`src/shared/irq_route_defs.svh`:
```
`ifndef IRQ_ROUTE_DEFS_SVH
`define IRQ_ROUTE_DEFS_SVH

// Register offsets
`define ADDR_EMB_ROUTE_A   8'h0A
`define ADDR_SM_LOW_A      8'h0B
`define ADDR_SM_HIGH_A     8'h0C
`define ADDR_LEARN_A       8'h0D
`define ADDR_EMB_ROUTE_B   8'h0E
`define ADDR_SM_LOW_B      8'h0F
`define ADDR_SM_HIGH_B     8'h10
`define ADDR_LEARN_B       8'h11
`define ADDR_EMB_STATUS    8'h12
`define ADDR_SM_LOW_STAT   8'h13
`define ADDR_SM_HIGH_STAT  8'h14
`define ADDR_LATCH_CTRL    8'h17
`define ADDR_PIN_A_CFG     8'h5E
`define ADDR_PIN_B_CFG     8'h5F

// Storage slots of the writable registers
`define SLOT_EMB_ROUTE_A   4'h0
`define SLOT_SM_LOW_A      4'h1
`define SLOT_SM_HIGH_A     4'h2
`define SLOT_LEARN_A       4'h3
`define SLOT_EMB_ROUTE_B   4'h4
`define SLOT_SM_LOW_B      4'h5
`define SLOT_SM_HIGH_B     4'h6
`define SLOT_LEARN_B       4'h7
`define SLOT_LATCH_CTRL    4'h8
`define SLOT_PIN_A_CFG     4'h9
`define SLOT_PIN_B_CFG     4'hA
`define SLOT_COUNT         11

// Field positions
`define LONG_COUNT_BIT     7
`define LATCH_MODE_BIT     7
`define GATE_BIT           1

// Writable bit masks and reset value
`define MASK_FULL          8'hFF
`define MASK_TOP_BIT       8'h80
`define MASK_GATE          8'h02
`define REG_RESET          8'h00

`endif

```
`src/shared/irq_route_pkg.sv`:
```
`include "irq_route_defs.svh"

package irq_route_pkg;

    // Register port request from software
    typedef struct packed {
        logic [7:0] addr;       // Register offset
        logic [7:0] wdata;      // Write data
        logic       wr;         // Write strobe
        logic       rd;         // Read strobe
    } reg_req_t;

    // Event levels from the embedded engines
    typedef struct packed {
        logic [15:0] sm;        // State machine events, bit 0 is machine one
        logic [7:0]  learn;     // Learning core events, bit 0 is event one
        logic        long_count; // Long-count timeout
    } evt_bus_t;

    // Decoded slot lookup
    typedef struct packed {
        logic       hit;        // Address names a writable register
        logic [3:0] slot;       // Storage slot
    } slot_hit_t;

endpackage : irq_route_pkg

```
`src/rtl/route_reg_bank.sv`:
```
`include "irq_route_defs.svh"

module route_reg_bank
    import irq_route_pkg::*;
#(
    parameter int NSLOTS = `SLOT_COUNT,
    parameter int W      = 8
) (
    input  wire logic                    clk,     // System clock
    input  wire logic                    rst,     // Synchronous reset
    input  wire logic                    wr_en,   // Write one slot
    input  wire logic [3:0]              wr_slot, // Slot being written
    input  wire logic [W-1:0]            wr_data, // Masked write data
    output logic      [NSLOTS-1:0][W-1:0] q       // Stored contents
);

    ////////////////////////////////////////////////////////////////////
    // Storage: every slot clears to zero so nothing is routed
    always_ff @(posedge clk) begin
        if (rst) begin
            q <= '0;
        end else if (wr_en && (32'(wr_slot) < NSLOTS)) begin
            q[wr_slot] <= wr_data;
        end
    end

endmodule : route_reg_bank

```
`src/rtl/irq_event_router.sv`:
```
// Chosen here: strobed register access.
`include "irq_route_defs.svh"

module irq_event_router
    import irq_route_pkg::*;
(
    input  wire logic       clk,       // System clock, 20 MHz
    input  wire logic       rst,       // Synchronous reset, active high
    input  wire reg_req_t   req,       // Register port request
    input  wire evt_bus_t   evt,       // Event levels from the engines
    output logic      [7:0] rdata,     // Read data, cycle after read
    output logic            irq_out_a, // First interrupt pin
    output logic            irq_out_b  // Second interrupt pin
);

    ////////////////////////////////////////////////////////////////////
    // Address decode helpers

    // Map a register offset to its storage slot
    function automatic slot_hit_t slot_of(input logic [7:0] a);
        slot_hit_t s;
        s = '{hit: 1'b1, slot: 4'h0};
        unique case (a)
            `ADDR_EMB_ROUTE_A: s.slot = `SLOT_EMB_ROUTE_A;
            `ADDR_SM_LOW_A:    s.slot = `SLOT_SM_LOW_A;
            `ADDR_SM_HIGH_A:   s.slot = `SLOT_SM_HIGH_A;
            `ADDR_LEARN_A:     s.slot = `SLOT_LEARN_A;
            `ADDR_EMB_ROUTE_B: s.slot = `SLOT_EMB_ROUTE_B;
            `ADDR_SM_LOW_B:    s.slot = `SLOT_SM_LOW_B;
            `ADDR_SM_HIGH_B:   s.slot = `SLOT_SM_HIGH_B;
            `ADDR_LEARN_B:     s.slot = `SLOT_LEARN_B;
            `ADDR_LATCH_CTRL:  s.slot = `SLOT_LATCH_CTRL;
            `ADDR_PIN_A_CFG:   s.slot = `SLOT_PIN_A_CFG;
            `ADDR_PIN_B_CFG:   s.slot = `SLOT_PIN_B_CFG;
            // Status and unmapped offsets hold nothing writable
            default:           s.hit  = 1'b0;
        endcase
        return s;
    endfunction : slot_of

    // Bits of a slot that really store; the rest read as zero
    function automatic logic [7:0] mask_of(input logic [3:0] s);
        logic [7:0] m;
        m = `MASK_FULL;
        unique case (s)
            `SLOT_EMB_ROUTE_A: m = `MASK_TOP_BIT;
            `SLOT_EMB_ROUTE_B: m = `MASK_TOP_BIT;
            `SLOT_LATCH_CTRL:  m = `MASK_TOP_BIT;
            `SLOT_PIN_A_CFG:   m = `MASK_GATE;
            `SLOT_PIN_B_CFG:   m = `MASK_GATE;
            default:           m = `MASK_FULL;
        endcase
        return m;
    endfunction : mask_of

    ////////////////////////////////////////////////////////////////////
    // Declarations

    slot_hit_t                      wr_hit;    // Decode of write address
    logic                           bank_wr;   // Write into the bank
    logic [7:0]                     bank_data; // Masked write data
    logic [`SLOT_COUNT-1:0][7:0]    cfg;       // Stored registers

    logic [15:0] route_sm_a;    // Machine routes to pin A
    logic        route_lc_a;    // Timeout route to pin A
    logic [7:0]  route_learn_a; // Learning routes to pin A
    logic [15:0] route_sm_b;    // Machine routes to pin B
    logic        route_lc_b;    // Timeout route to pin B
    logic [7:0]  route_learn_b; // Learning routes to pin B
    logic        latch_mode;    // Embedded requests latched
    logic        gate_a;        // Embedded routes to pin A enabled
    logic        gate_b;        // Embedded routes to pin B enabled

    logic [15:0] sm_status;     // Machine event status
    logic        lc_status;     // Timeout event status
    logic [7:0]  learn_level;   // Registered learning events
    logic [15:0] next_sm_status; // Next machine status
    logic        next_lc_status; // Next timeout status
    logic [15:0] sm_clear;      // Status bits cleared by a read
    logic        lc_clear;      // Timeout cleared by a read
    logic        next_irq_a;    // Next pin A level
    logic        next_irq_b;    // Next pin B level
    logic [7:0]  next_rdata;    // Next read data

    ////////////////////////////////////////////////////////////////////
    // Register writes

    // Only writable offsets reach the bank; status writes drop here
    always_comb begin
        wr_hit    = slot_of(req.addr);
        bank_wr   = req.wr && wr_hit.hit;
        // Reserved bits are forced to zero whatever the host sends
        bank_data = req.wdata & mask_of(wr_hit.slot);
    end

    // Storage for routing, latch and gate registers
    route_reg_bank #(
        .NSLOTS (`SLOT_COUNT),
        .W      (8)
    ) u_bank (
        .clk     (clk),
        .rst     (rst),
        .wr_en   (bank_wr),
        .wr_slot (wr_hit.slot),
        .wr_data (bank_data),
        .q       (cfg)
    );

    ////////////////////////////////////////////////////////////////////
    // Field extraction

    // Pull routing fields out of the stored bytes
    always_comb begin
        route_lc_a    = cfg[`SLOT_EMB_ROUTE_A][`LONG_COUNT_BIT];
        route_sm_a    = {cfg[`SLOT_SM_HIGH_A], cfg[`SLOT_SM_LOW_A]};
        route_learn_a = cfg[`SLOT_LEARN_A];
        route_lc_b    = cfg[`SLOT_EMB_ROUTE_B][`LONG_COUNT_BIT];
        route_sm_b    = {cfg[`SLOT_SM_HIGH_B],
                         cfg[`SLOT_SM_LOW_B]};
        route_learn_b = cfg[`SLOT_LEARN_B];
        latch_mode    = cfg[`SLOT_LATCH_CTRL][`LATCH_MODE_BIT];
        gate_a        = cfg[`SLOT_PIN_A_CFG][`GATE_BIT];
        gate_b        = cfg[`SLOT_PIN_B_CFG][`GATE_BIT];
    end

    ////////////////////////////////////////////////////////////////////
    // Event status

    // Reading a status register in latched mode clears what it showed
    always_comb begin
        sm_clear = '0;
        lc_clear = 1'b0;
        if (req.rd) begin
            unique case (req.addr)
                `ADDR_SM_LOW_STAT:  sm_clear[7:0]  = 8'hFF;
                `ADDR_SM_HIGH_STAT: sm_clear[15:8] = 8'hFF;
                `ADDR_EMB_STATUS:   lc_clear       = 1'b1;
                default:            lc_clear       = 1'b0;
            endcase
        end
    end

    // Unlatched follows the event; latched holds until read.
    // A new event in the clearing cycle wins over the clear.
    always_comb begin
        if (latch_mode) begin
            next_sm_status = evt.sm | (sm_status & ~sm_clear);
            next_lc_status = evt.long_count | (lc_status & ~lc_clear);
        end else begin
            next_sm_status = evt.sm;
            next_lc_status = evt.long_count;
        end
    end

    // Status flops for machines and long-count timeout
    always_ff @(posedge clk) begin
        if (rst) begin
            sm_status <= 16'h0000;
            lc_status <= 1'b0;
        end else begin
            sm_status <= next_sm_status;
            lc_status <= next_lc_status;
        end
    end

    // Learning events are registered to line up with the status path
    always_ff @(posedge clk) begin
        if (rst) begin
            learn_level <= 8'h00;
        end else begin
            learn_level <= evt.learn;
        end
    end

    ////////////////////////////////////////////////////////////////////
    // Pin routing

    // Each pin ORs its selected sources; embedded ones need the gate
    always_comb begin
        next_irq_a = (|(learn_level & route_learn_a))
                   | (gate_a & ((|(sm_status & route_sm_a))
                   | (lc_status & route_lc_a)));
        next_irq_b = (|(learn_level & route_learn_b))
                   | (gate_b & ((|(sm_status & route_sm_b))
                   | (lc_status & route_lc_b)));
    end

    // Pin flops, low from reset until something is routed
    always_ff @(posedge clk) begin
        if (rst) begin
            irq_out_a <= 1'b0;
            irq_out_b <= 1'b0;
        end else begin
            irq_out_a <= next_irq_a;
            irq_out_b <= next_irq_b;
        end
    end

    ////////////////////////////////////////////////////////////////////
    // Register reads

    // Read mux; status shows the value before any clear
    always_comb begin
        next_rdata = 8'h00;
        if (req.rd) begin
            unique case (req.addr)
                `ADDR_EMB_STATUS:   next_rdata = {lc_status, 7'h00};
                `ADDR_SM_LOW_STAT:  next_rdata = sm_status[7:0];
                `ADDR_SM_HIGH_STAT: next_rdata = sm_status[15:8];
                default: begin
                    // Writable registers read back; unmapped read zero
                    if (slot_of(req.addr).hit) begin
                        next_rdata = cfg[slot_of(req.addr).slot];
                    end else begin
                        next_rdata = 8'h00;
                    end
                end
            endcase
        end
    end

    // Read data stand one cycle after the strobe, zero otherwise
    always_ff @(posedge clk) begin
        if (rst) begin
            rdata <= 8'h00;
        end else begin
            rdata <= next_rdata;
        end
    end

endmodule : irq_event_router

```
`config.mk`:
```
export PLATFORM = sky130hd
export DESIGN_NAME = irq_event_router
export DESIGN_NICKNAME = d
export VERILOG_FILES = /design/src/shared/irq_route_pkg.sv /design/src/rtl/route_reg_bank.sv /design/src/rtl/irq_event_router.sv
export VERILOG_INCLUDE_DIRS = /design/src /design/src/shared
export SDC_FILE = /design/constraint.sdc
export NUM_CORES = 1
export LEC_CHECK = 0
export BUFFER_PORTS_ARGS = -buffer_cell sky130_fd_sc_hd__buf_2
export CORE_MARGIN = 2
export CORE_UTILIZATION = 39
export CTS_BUF_LIST = sky130_fd_sc_hd__clkbuf_8
export DETAILED_ROUTE_END_ITERATION = 8
export PLACE_DENSITY_LB_ADDON = 0.2
export SETUP_SLACK_MARGIN = 0.3
export SLEW_MARGIN = 20
export SYNTH_ARGS = -nofsm -noshare
export SYNTH_HDL_FRONTEND = slang
export SYNTH_HIERARCHICAL = 1
export SYNTH_SLANG_ARGS = --single-unit
```
`constraint.sdc`:
```
create_clock -name clk -period 3.4 [get_ports clk]
set_input_delay 1.02 -clock clk [delete_from_list [all_inputs] [get_ports clk]]
set_output_delay 1.02 -clock clk [all_outputs]
set_load 0.005 [all_outputs]
```
==> reports/results.ini, run 1 <==
[worst_setup_path]
worstPathArrival_ns=3.32
regToRegSetupSlack_ns=1.59
r2r_end=irq_out_a
worstReg2RegStart=sm_status[12]
endpoint_kind=register
crit_path_max_fanout=7
path_class=in2reg
reg2reg_depth=5
required_ns=3.78
setup.worst_path.start_class=input pin

[hold_path]
hold_depth=2
holdPathEnd=u_bank/q[82]
min_path_type=reg2reg
hold_path_startpoint=u_bank/q[82]

[clock_network]
hold_buffers=0
clk_pin_slew_worst_paths_ns=0.07
cts_resized=0
clockBufferDepth=2
cts_setup_buffers=0
h-tree-depth=4
clockRootBuffer=clkbuf_8
cts_tree=yes
insertion_delay_ns=0.45
clkSinkCount=123
cts_buffers=17

[layout]
syn_to_final_growth_pct=15.4
multi_input_area_um2=3240
diodes=0
nNetsFinal=693
seqCellArea_um2=2460
fin_util_pct=45.5
fillers=1438
drive_above_1_share_pct=19.8
final_cell_area_um2=6840

[sta]
period_needed_ns=2.93
tightest_slew_ns=0.943
fin_tns_setup_ns=0
rsz0062_at_grt=false
worst_clock_skew_ns=0.0120
period_share_pct=86.3
setup_viol=0
clock.fmax_ghz=0.341
finalHoldViolCount=0
relSlewSlack_pct=37.1
drv_slew=0

[synth]
synth_ff_type=dfxtp_1
syn_nets=640
async_flop_share_pct=0
syn_area_per_cell_um2=9.96
synth-seq-cells=123
ys_warn_count=6
syn_inst=595
netlist_area_um2=5930
yosysUniqueCellTypes=55
synth_edf_count=0
seq_area_frac_synth_pct=41.6

[global_routing]
grtUsageMet1_pct=30.4
grt_pass1_vias=4611
overflow=0
use_met2_pct=36.2
grt_util_all_layers_pct=22.6
grt_pass1_wl_um=27300
gr-max-usage-layer=met2
antenna_found_initial=0
grt_max_degree=113
groute.layer.met3.usage_pct=4.56

[routing]
drtAntennaViolNets=0
wl_per_cell_um=21.1
wirelength_um=17900
drc_errors=0
avgViaCountPerCell=5.62
drt_iter0_markers=498
vias=4770
dr.pass1.iters=6

[floorplanning]
die_h_um=127
row_count=45
dieWidth_um=127
dieArea_um2=16200
io_pins=55
initial_core_util_pct=39.4
coreArea_um2=15000

[placed_design]
place_area_um2=6400
gp_congestion=0.898
dp_hpwl_um=12800
io_buffers=54

[job]
drv_cap=0

[power_and_ir_drop]
finalPower_mw=3.02
p_leak_nw=3.08
p_per_area_nw_per_um2=442
ir_worst_vdd_mv=0.253

[outcome]
status=finished, final reports clean

-- cells in the mapped netlist (2+ instances only) --
| master | number | area, um^2 |
|---|---|---|
| and3_1 | 3 | 18.8 |
| a32o_1 | 7 | 70.1 |
| mux2_2 | 3 | 33.8 |
| clkbuf_1 | 19 | 71.3 |
| mux2i_1 | 120 | 1200 |
| nand2_2 | 9 | 56.3 |
| a21oi_1 | 22 | 110 |
| inv_1 | 3 | 11.3 |
| nor3_1 | 2 | 10.0 |
| buf_2 | 14 | 70.1 |
| dfxtp_1 | 123 | 2460 |
| o2111ai_1 | 6 | 52.6 |
| a22o_1 | 14 | 123 |
| buf_6 | 3 | 33.8 |
| a221oi_1 | 12 | 105 |
| nor2_1 | 25 | 93.8 |
| nand3b_1 | 2 | 15.0 |
| o21ai_0 | 9 | 45.0 |
| a21boi_1 | 2 | 15.0 |
| nand4_1 | 3 | 18.8 |
| a22oi_1 | 12 | 90.1 |
| nand3_1 | 19 | 95.1 |
| nand2b_1 | 98 | 613 |
| buf_1 | 2 | 7.51 |
| nor2b_1 | 13 | 81.3 |
| a222oi_1 | 2 | 20.0 |
| o211ai_1 | 2 | 15.0 |
| and2_1 | 9 | 56.3 |
| nand2_1 | 7 | 26.3 |
| nor3b_4 | 2 | 37.5 |
| a31oi_1 | 4 | 25.0 |
-- logic make-up (layout without fill, tap and decap cells) --
family	after synthesis	after routing	synth area share (%)
muxes	123	123	20.8
AOI/OAI and AO/OA	100	100	12.5
and+or+nand+nor	204	204	21.2
DFF	123	123	41.6
buffers and inverters	45	111	3.91
-- worst max path at each step --
stage | start | end | slack, ns | cells after the start
5_1_grt | req[13] | u_bank/q[68] | 0.40 | 11
3_5_place_dp | req[16] | u_bank/q[39] | 0.13 | 9
2_1_floorplan | req[13] | u_bank/q[48] | 0.30 | 13
6_report | req[16] | rdata[0] | 0.47 | 8
3_3_place_gp | req[16] | rdata[0] | 0.18 | 8
4_1_cts | req[16] | u_bank/q[55] | 0.61 | 9
-- power by group --
group	internal, mW	total (mW)	leakage, nW	switching [mW]
combinational	0.0661	0.143	1.84	0.0770
sequential	1.46	1.47	0.997	0.0178
clock	0.833	1.40	0.237	0.570
-- cell usage in the layout, fill, tap and decap left out, types with 2 or more instances in the layout --
master	netlist	routed
a22oi_1	12	12
nor2_1	25	23
o2111ai_1	6	6
buf_2	14	54
o211ai_1	2	2
a31oi_1	4	4
mux2i_1	120	120
nand4_1	3	3
a221oi_1	12	12
a222oi_1	2	2
nor2b_1	13	13
clkbuf_8	0	23
a32o_1	7	7
inv_1	3	7
a21boi_1	2	2
buf_4	1	20
bufinv_16	0	3
mux2_2	3	3
o21ai_0	9	9
a22o_1	14	14
nand2_2	9	9
nand3_1	19	19
nor3b_4	2	2
clkinv_4	0	2
nand2_1	7	7
nor2_2	0	2
nand3b_1	2	2
and3_1	3	3
dfxtp_1	123	123
nand2b_1	98	98
nor3_2	1	2
a21oi_1	22	22
and2_1	9	9
-- critical path: stages --
cell	delay [ns]
buf_2	0.14
nand2b_1	0.17
mux2_2	0.26
or3_1	0.37
buf_4	0.18
and3_1	0.29
a221oi_1	0.60
a32o_1	0.29
-- layer usage --
| metal | share of wire (%) | up-vias |
|---|---|---|
| met5 | 0 | - |
| met4 | 2.5 | 0 |
| met3 | 4.8 | 29 |
| met2 | 47 | 158 |
| met1 | 45 | 2333 |
| li1 | - | 2250 |
-- final cells by class --
type	count	share of cell area [%]
well taps	188	3.44
clock buffers	23	4.63
multi-input cells	427	47.4
inverters	4	0.293
flip-flops and latches	123	36.0
clock inverters	9	1.74
repair buffers	75	6.44
-- metrics by stage --
stage / hold slack [ns] / cells / setup slack, ns
after floorplan: 0.452 / 595 / 0.300
after global placement: 0.462 / 817 / 0.180
after detailed placement: 0.468 / 817 / 0.134
after CTS: 0.481 / 849 / 0.610
after global routing: 0.500 / 849 / 0.400
final: 0.478 / 849 / 0.467
-- flip-flops by register name, indices dropped and copies added (netlist names) --
| name | cells |
|---|---|
| lc_status | 1 |
| sm_status | 16 |
| irq_out_a | 1 |
| irq_out_b | 1 |
| rdata | 8 |
| learn_level | 8 |
| u_bank/q | 88 |
(Power assumes the default switching activity.)
==> inputs of run 2 (changes only) <==
- CORE_MARGIN: 2 -> 1.5
- PLACE_DENSITY: not set -> 0.56
- PLACE_DENSITY_LB_ADDON: 0.2 -> not set
==> reports/results.ini, run 2 (synthesized netlist as in run 1, its figures left out) <==
[outcome]
status=finished, final reports clean  ; unchanged

[layout]
drive_above_1_share_pct=20.9  ; was 19.8%
fillers=1397  ; was 1438
seqCellArea_um2=2460  ; unchanged
regMostFlops=u_bank/q  ; unchanged
multi_input_area_um2=3240  ; unchanged
final_cell_area_um2=6830  ; was 6840 um^2
largest_reg_flops=88  ; unchanged
final_cell_mix=dfxtp_1, mux2i_1, nand2b_1  ; unchanged
nNetsFinal=697  ; was 693
syn_to_final_growth_pct=15.3  ; was 15.4%
diodes=0  ; unchanged
top_regs=u_bank/q (88), sm_status (16)  ; unchanged
final_common_cell=dfxtp_1  ; unchanged

[sta]
period_needed_ns=2.80  ; was 2.93 ns
finalHoldViolCount=0  ; unchanged
tightest_slew_ns=0.916  ; was 0.943 ns
rsz0062_at_grt=false  ; unchanged
worst_clock_skew_ns=0.00784  ; was 0.0120 ns
clock.fmax_ghz=0.358  ; was 0.341 GHz
fin_tns_setup_ns=0  ; unchanged
drv_slew=0  ; unchanged
relSlewSlack_pct=38.9  ; was 37.1%
period_share_pct=82.2  ; was 86.3%
setup_viol=0  ; unchanged

[routing]
wl_met2_um=8330  ; was 8470 um
dr.pass1.iters=6  ; unchanged
highest-signal-layer=met4  ; unchanged
wl_met1_um=8470  ; was 8160 um
drt_iter0_markers=421  ; was 498
wl_per_cell_um=21.2  ; was 21.1 um
drtAntennaViolNets=0  ; unchanged
wl_met3_um=820  ; was 860 um
drc_errors=0  ; unchanged
wirelength_um=18000  ; was 17900 um
avgViaCountPerCell=5.64  ; was 5.62
vias=4788  ; was 4770

[clock_network]
clockBufferDepth=2  ; unchanged
cts_tree=yes  ; unchanged
hold_buffers=0  ; unchanged
insertion_delay_ns=0.46  ; was 0.45 ns
clockRootBuffer=clkbuf_8  ; unchanged
cts_setup_buffers=0  ; unchanged
clkSinkCount=123  ; unchanged
h-tree-depth=4  ; unchanged
clk_pin_slew_worst_paths_ns=0.08  ; was 0.07 ns
cts_buffers=17  ; unchanged
cts_resized=0  ; unchanged

[power_and_ir_drop]
p_leak_nw=3.05  ; was 3.08 nW
ir_worst_vdd_mv=0.255  ; was 0.253 mV
p_per_area_nw_per_um2=431  ; was 442 nW/um^2
finalPower_mw=2.95  ; was 3.02 mW

[worst_setup_path]
crit_buf_inv=3  ; was 2
path_class=in2reg  ; unchanged
worstPathCellList=buf_2, nor4b_1, and3_1, and2_1, nor2_1, inv_1, nor2b_1, buf_4, nand4_2, mux2i_1  ; was buf_2, nand2b_1, mux2_2, or3_1, buf_4, and3_1, a221oi_1, a32o_1
worstPathArrival_ns=3.10  ; was 3.32 ns
endpoint_kind=register  ; unchanged
crit_cells=10  ; was 8
crit_path_max_fanout=8  ; was 7
regToRegSetupSlack_ns=1.68  ; was 1.59 ns
max_stage_delay_ns=0.37  ; was 0.60 ns
worstSetupStartpoint=req[13]  ; was req[16]
cp_top_family=simple AND/OR/NAND/NOR gates  ; was compound AO/OA/AOI/OAI gates
required_ns=3.70  ; was 3.78 ns
r2r_end=irq_out_b  ; was irq_out_a
worstReg2RegStart=sm_status[4]  ; was sm_status[12]
crit_slowest_cell=nor4b_1  ; was a221oi_1
setup.worst_path.start_class=input pin  ; unchanged
crit_path_end=u_bank/q[63]  ; was rdata[0]
reg2reg_depth=5  ; unchanged

[floorplanning]
io_pins=55  ; unchanged
die_h_um=126  ; was 127 um
coreArea_um2=14700  ; was 15000 um^2
dieArea_um2=15900  ; was 16200 um^2
initial_core_util_pct=40.3  ; was 39.4%
row_count=44  ; was 45
dieWidth_um=126  ; was 127 um

[global_routing]
grt_pass1_vias=4807  ; was 4611
overflow=0  ; unchanged
antenna_found_initial=0  ; unchanged
grt_util_all_layers_pct=23.7  ; was 22.6%
grt_max_degree=111  ; was 113
grt_pass1_wl_um=28300  ; was 27300 um

[job]
drv_cap=0  ; unchanged

[placed_design]
dp_hpwl_um=12900  ; was 12800 um
io_buffers=54  ; unchanged
gp_congestion=0.915  ; was 0.898
place_area_um2=6420  ; was 6400 um^2

[hold_path]
min_path_type=reg2reg  ; unchanged

-- run 2: cell types whose count changed in the layout (fill, tap and decap cells not counted) --
cell        previous run  this run
inv_1                  7         3
clkbuf_8              23        19
clkinvlp_4             0         4
clkinv_4               2         5
inv_6                  0         1
bufinv_16              3         2
buf_4                 20        24
clkinv_2               1         2
-- run 2: area by class of cell --
type / instances / share of cell area, %
inverter: 4 / 0.293
clock inverter: 13 / 2.11
clock buffer: 19 / 3.83
sequential: 123 / 36.1
timing repair buffer: 79 / 6.89
tap: 184 / 3.37
multi-input combinational: 427 / 47.5
-- run 2: worst min path at each step --
stage                     slack (ns)  depth (start not counted)      endpoint         start
after global routing            0.50                          2  u_bank/q[32]  u_bank/q[32]
after floorplan                 0.45                          2  u_bank/q[64]  u_bank/q[64]
after global placement          0.46                          2  u_bank/q[86]  u_bank/q[86]
final                           0.48                          2  u_bank/q[83]  u_bank/q[83]
after detailed placement        0.47                          2   u_bank/q[4]   u_bank/q[4]
after CTS                       0.48                          2   u_bank/q[4]   u_bank/q[4]
-- run 2: where the power goes --
group          switching [mW]  total, mW  internal, mW
Combinational          0.0781      0.145        0.0668
Sequential             0.0185       1.47          1.46
Clock                   0.634       1.33         0.692
-- run 2: per-layer routing --
layer  up-vias  track usage [%]
li1       2248                -
met1      2378             32.1
met2       136             37.8
met3        26             4.59
met4         0             8.38
met5         -                0
-- run 2: tightest hold or removal path: stages, from the launching register on --
cell and delay (ns):
dfxtp_1 0.32, nand2b_1 0.06, mux2i_1 0.06
-- run 2: through the flow --
| step | hold slack, ns | setup slack, ns | util, % | instances |
|---|---|---|---|---|
| global placement | 0.461 | 0.216 | 43.7 | 817 |
| finish | 0.484 | 0.605 | 46.5 | 849 |
| CTS | 0.480 | 0.677 | 46.5 | 849 |
| detailed placement | 0.466 | 0.191 | 43.7 | 817 |
| floorplan | 0.452 | 0.300 | - | 595 |
| global route | 0.500 | 0.492 | 46.5 | 849 |
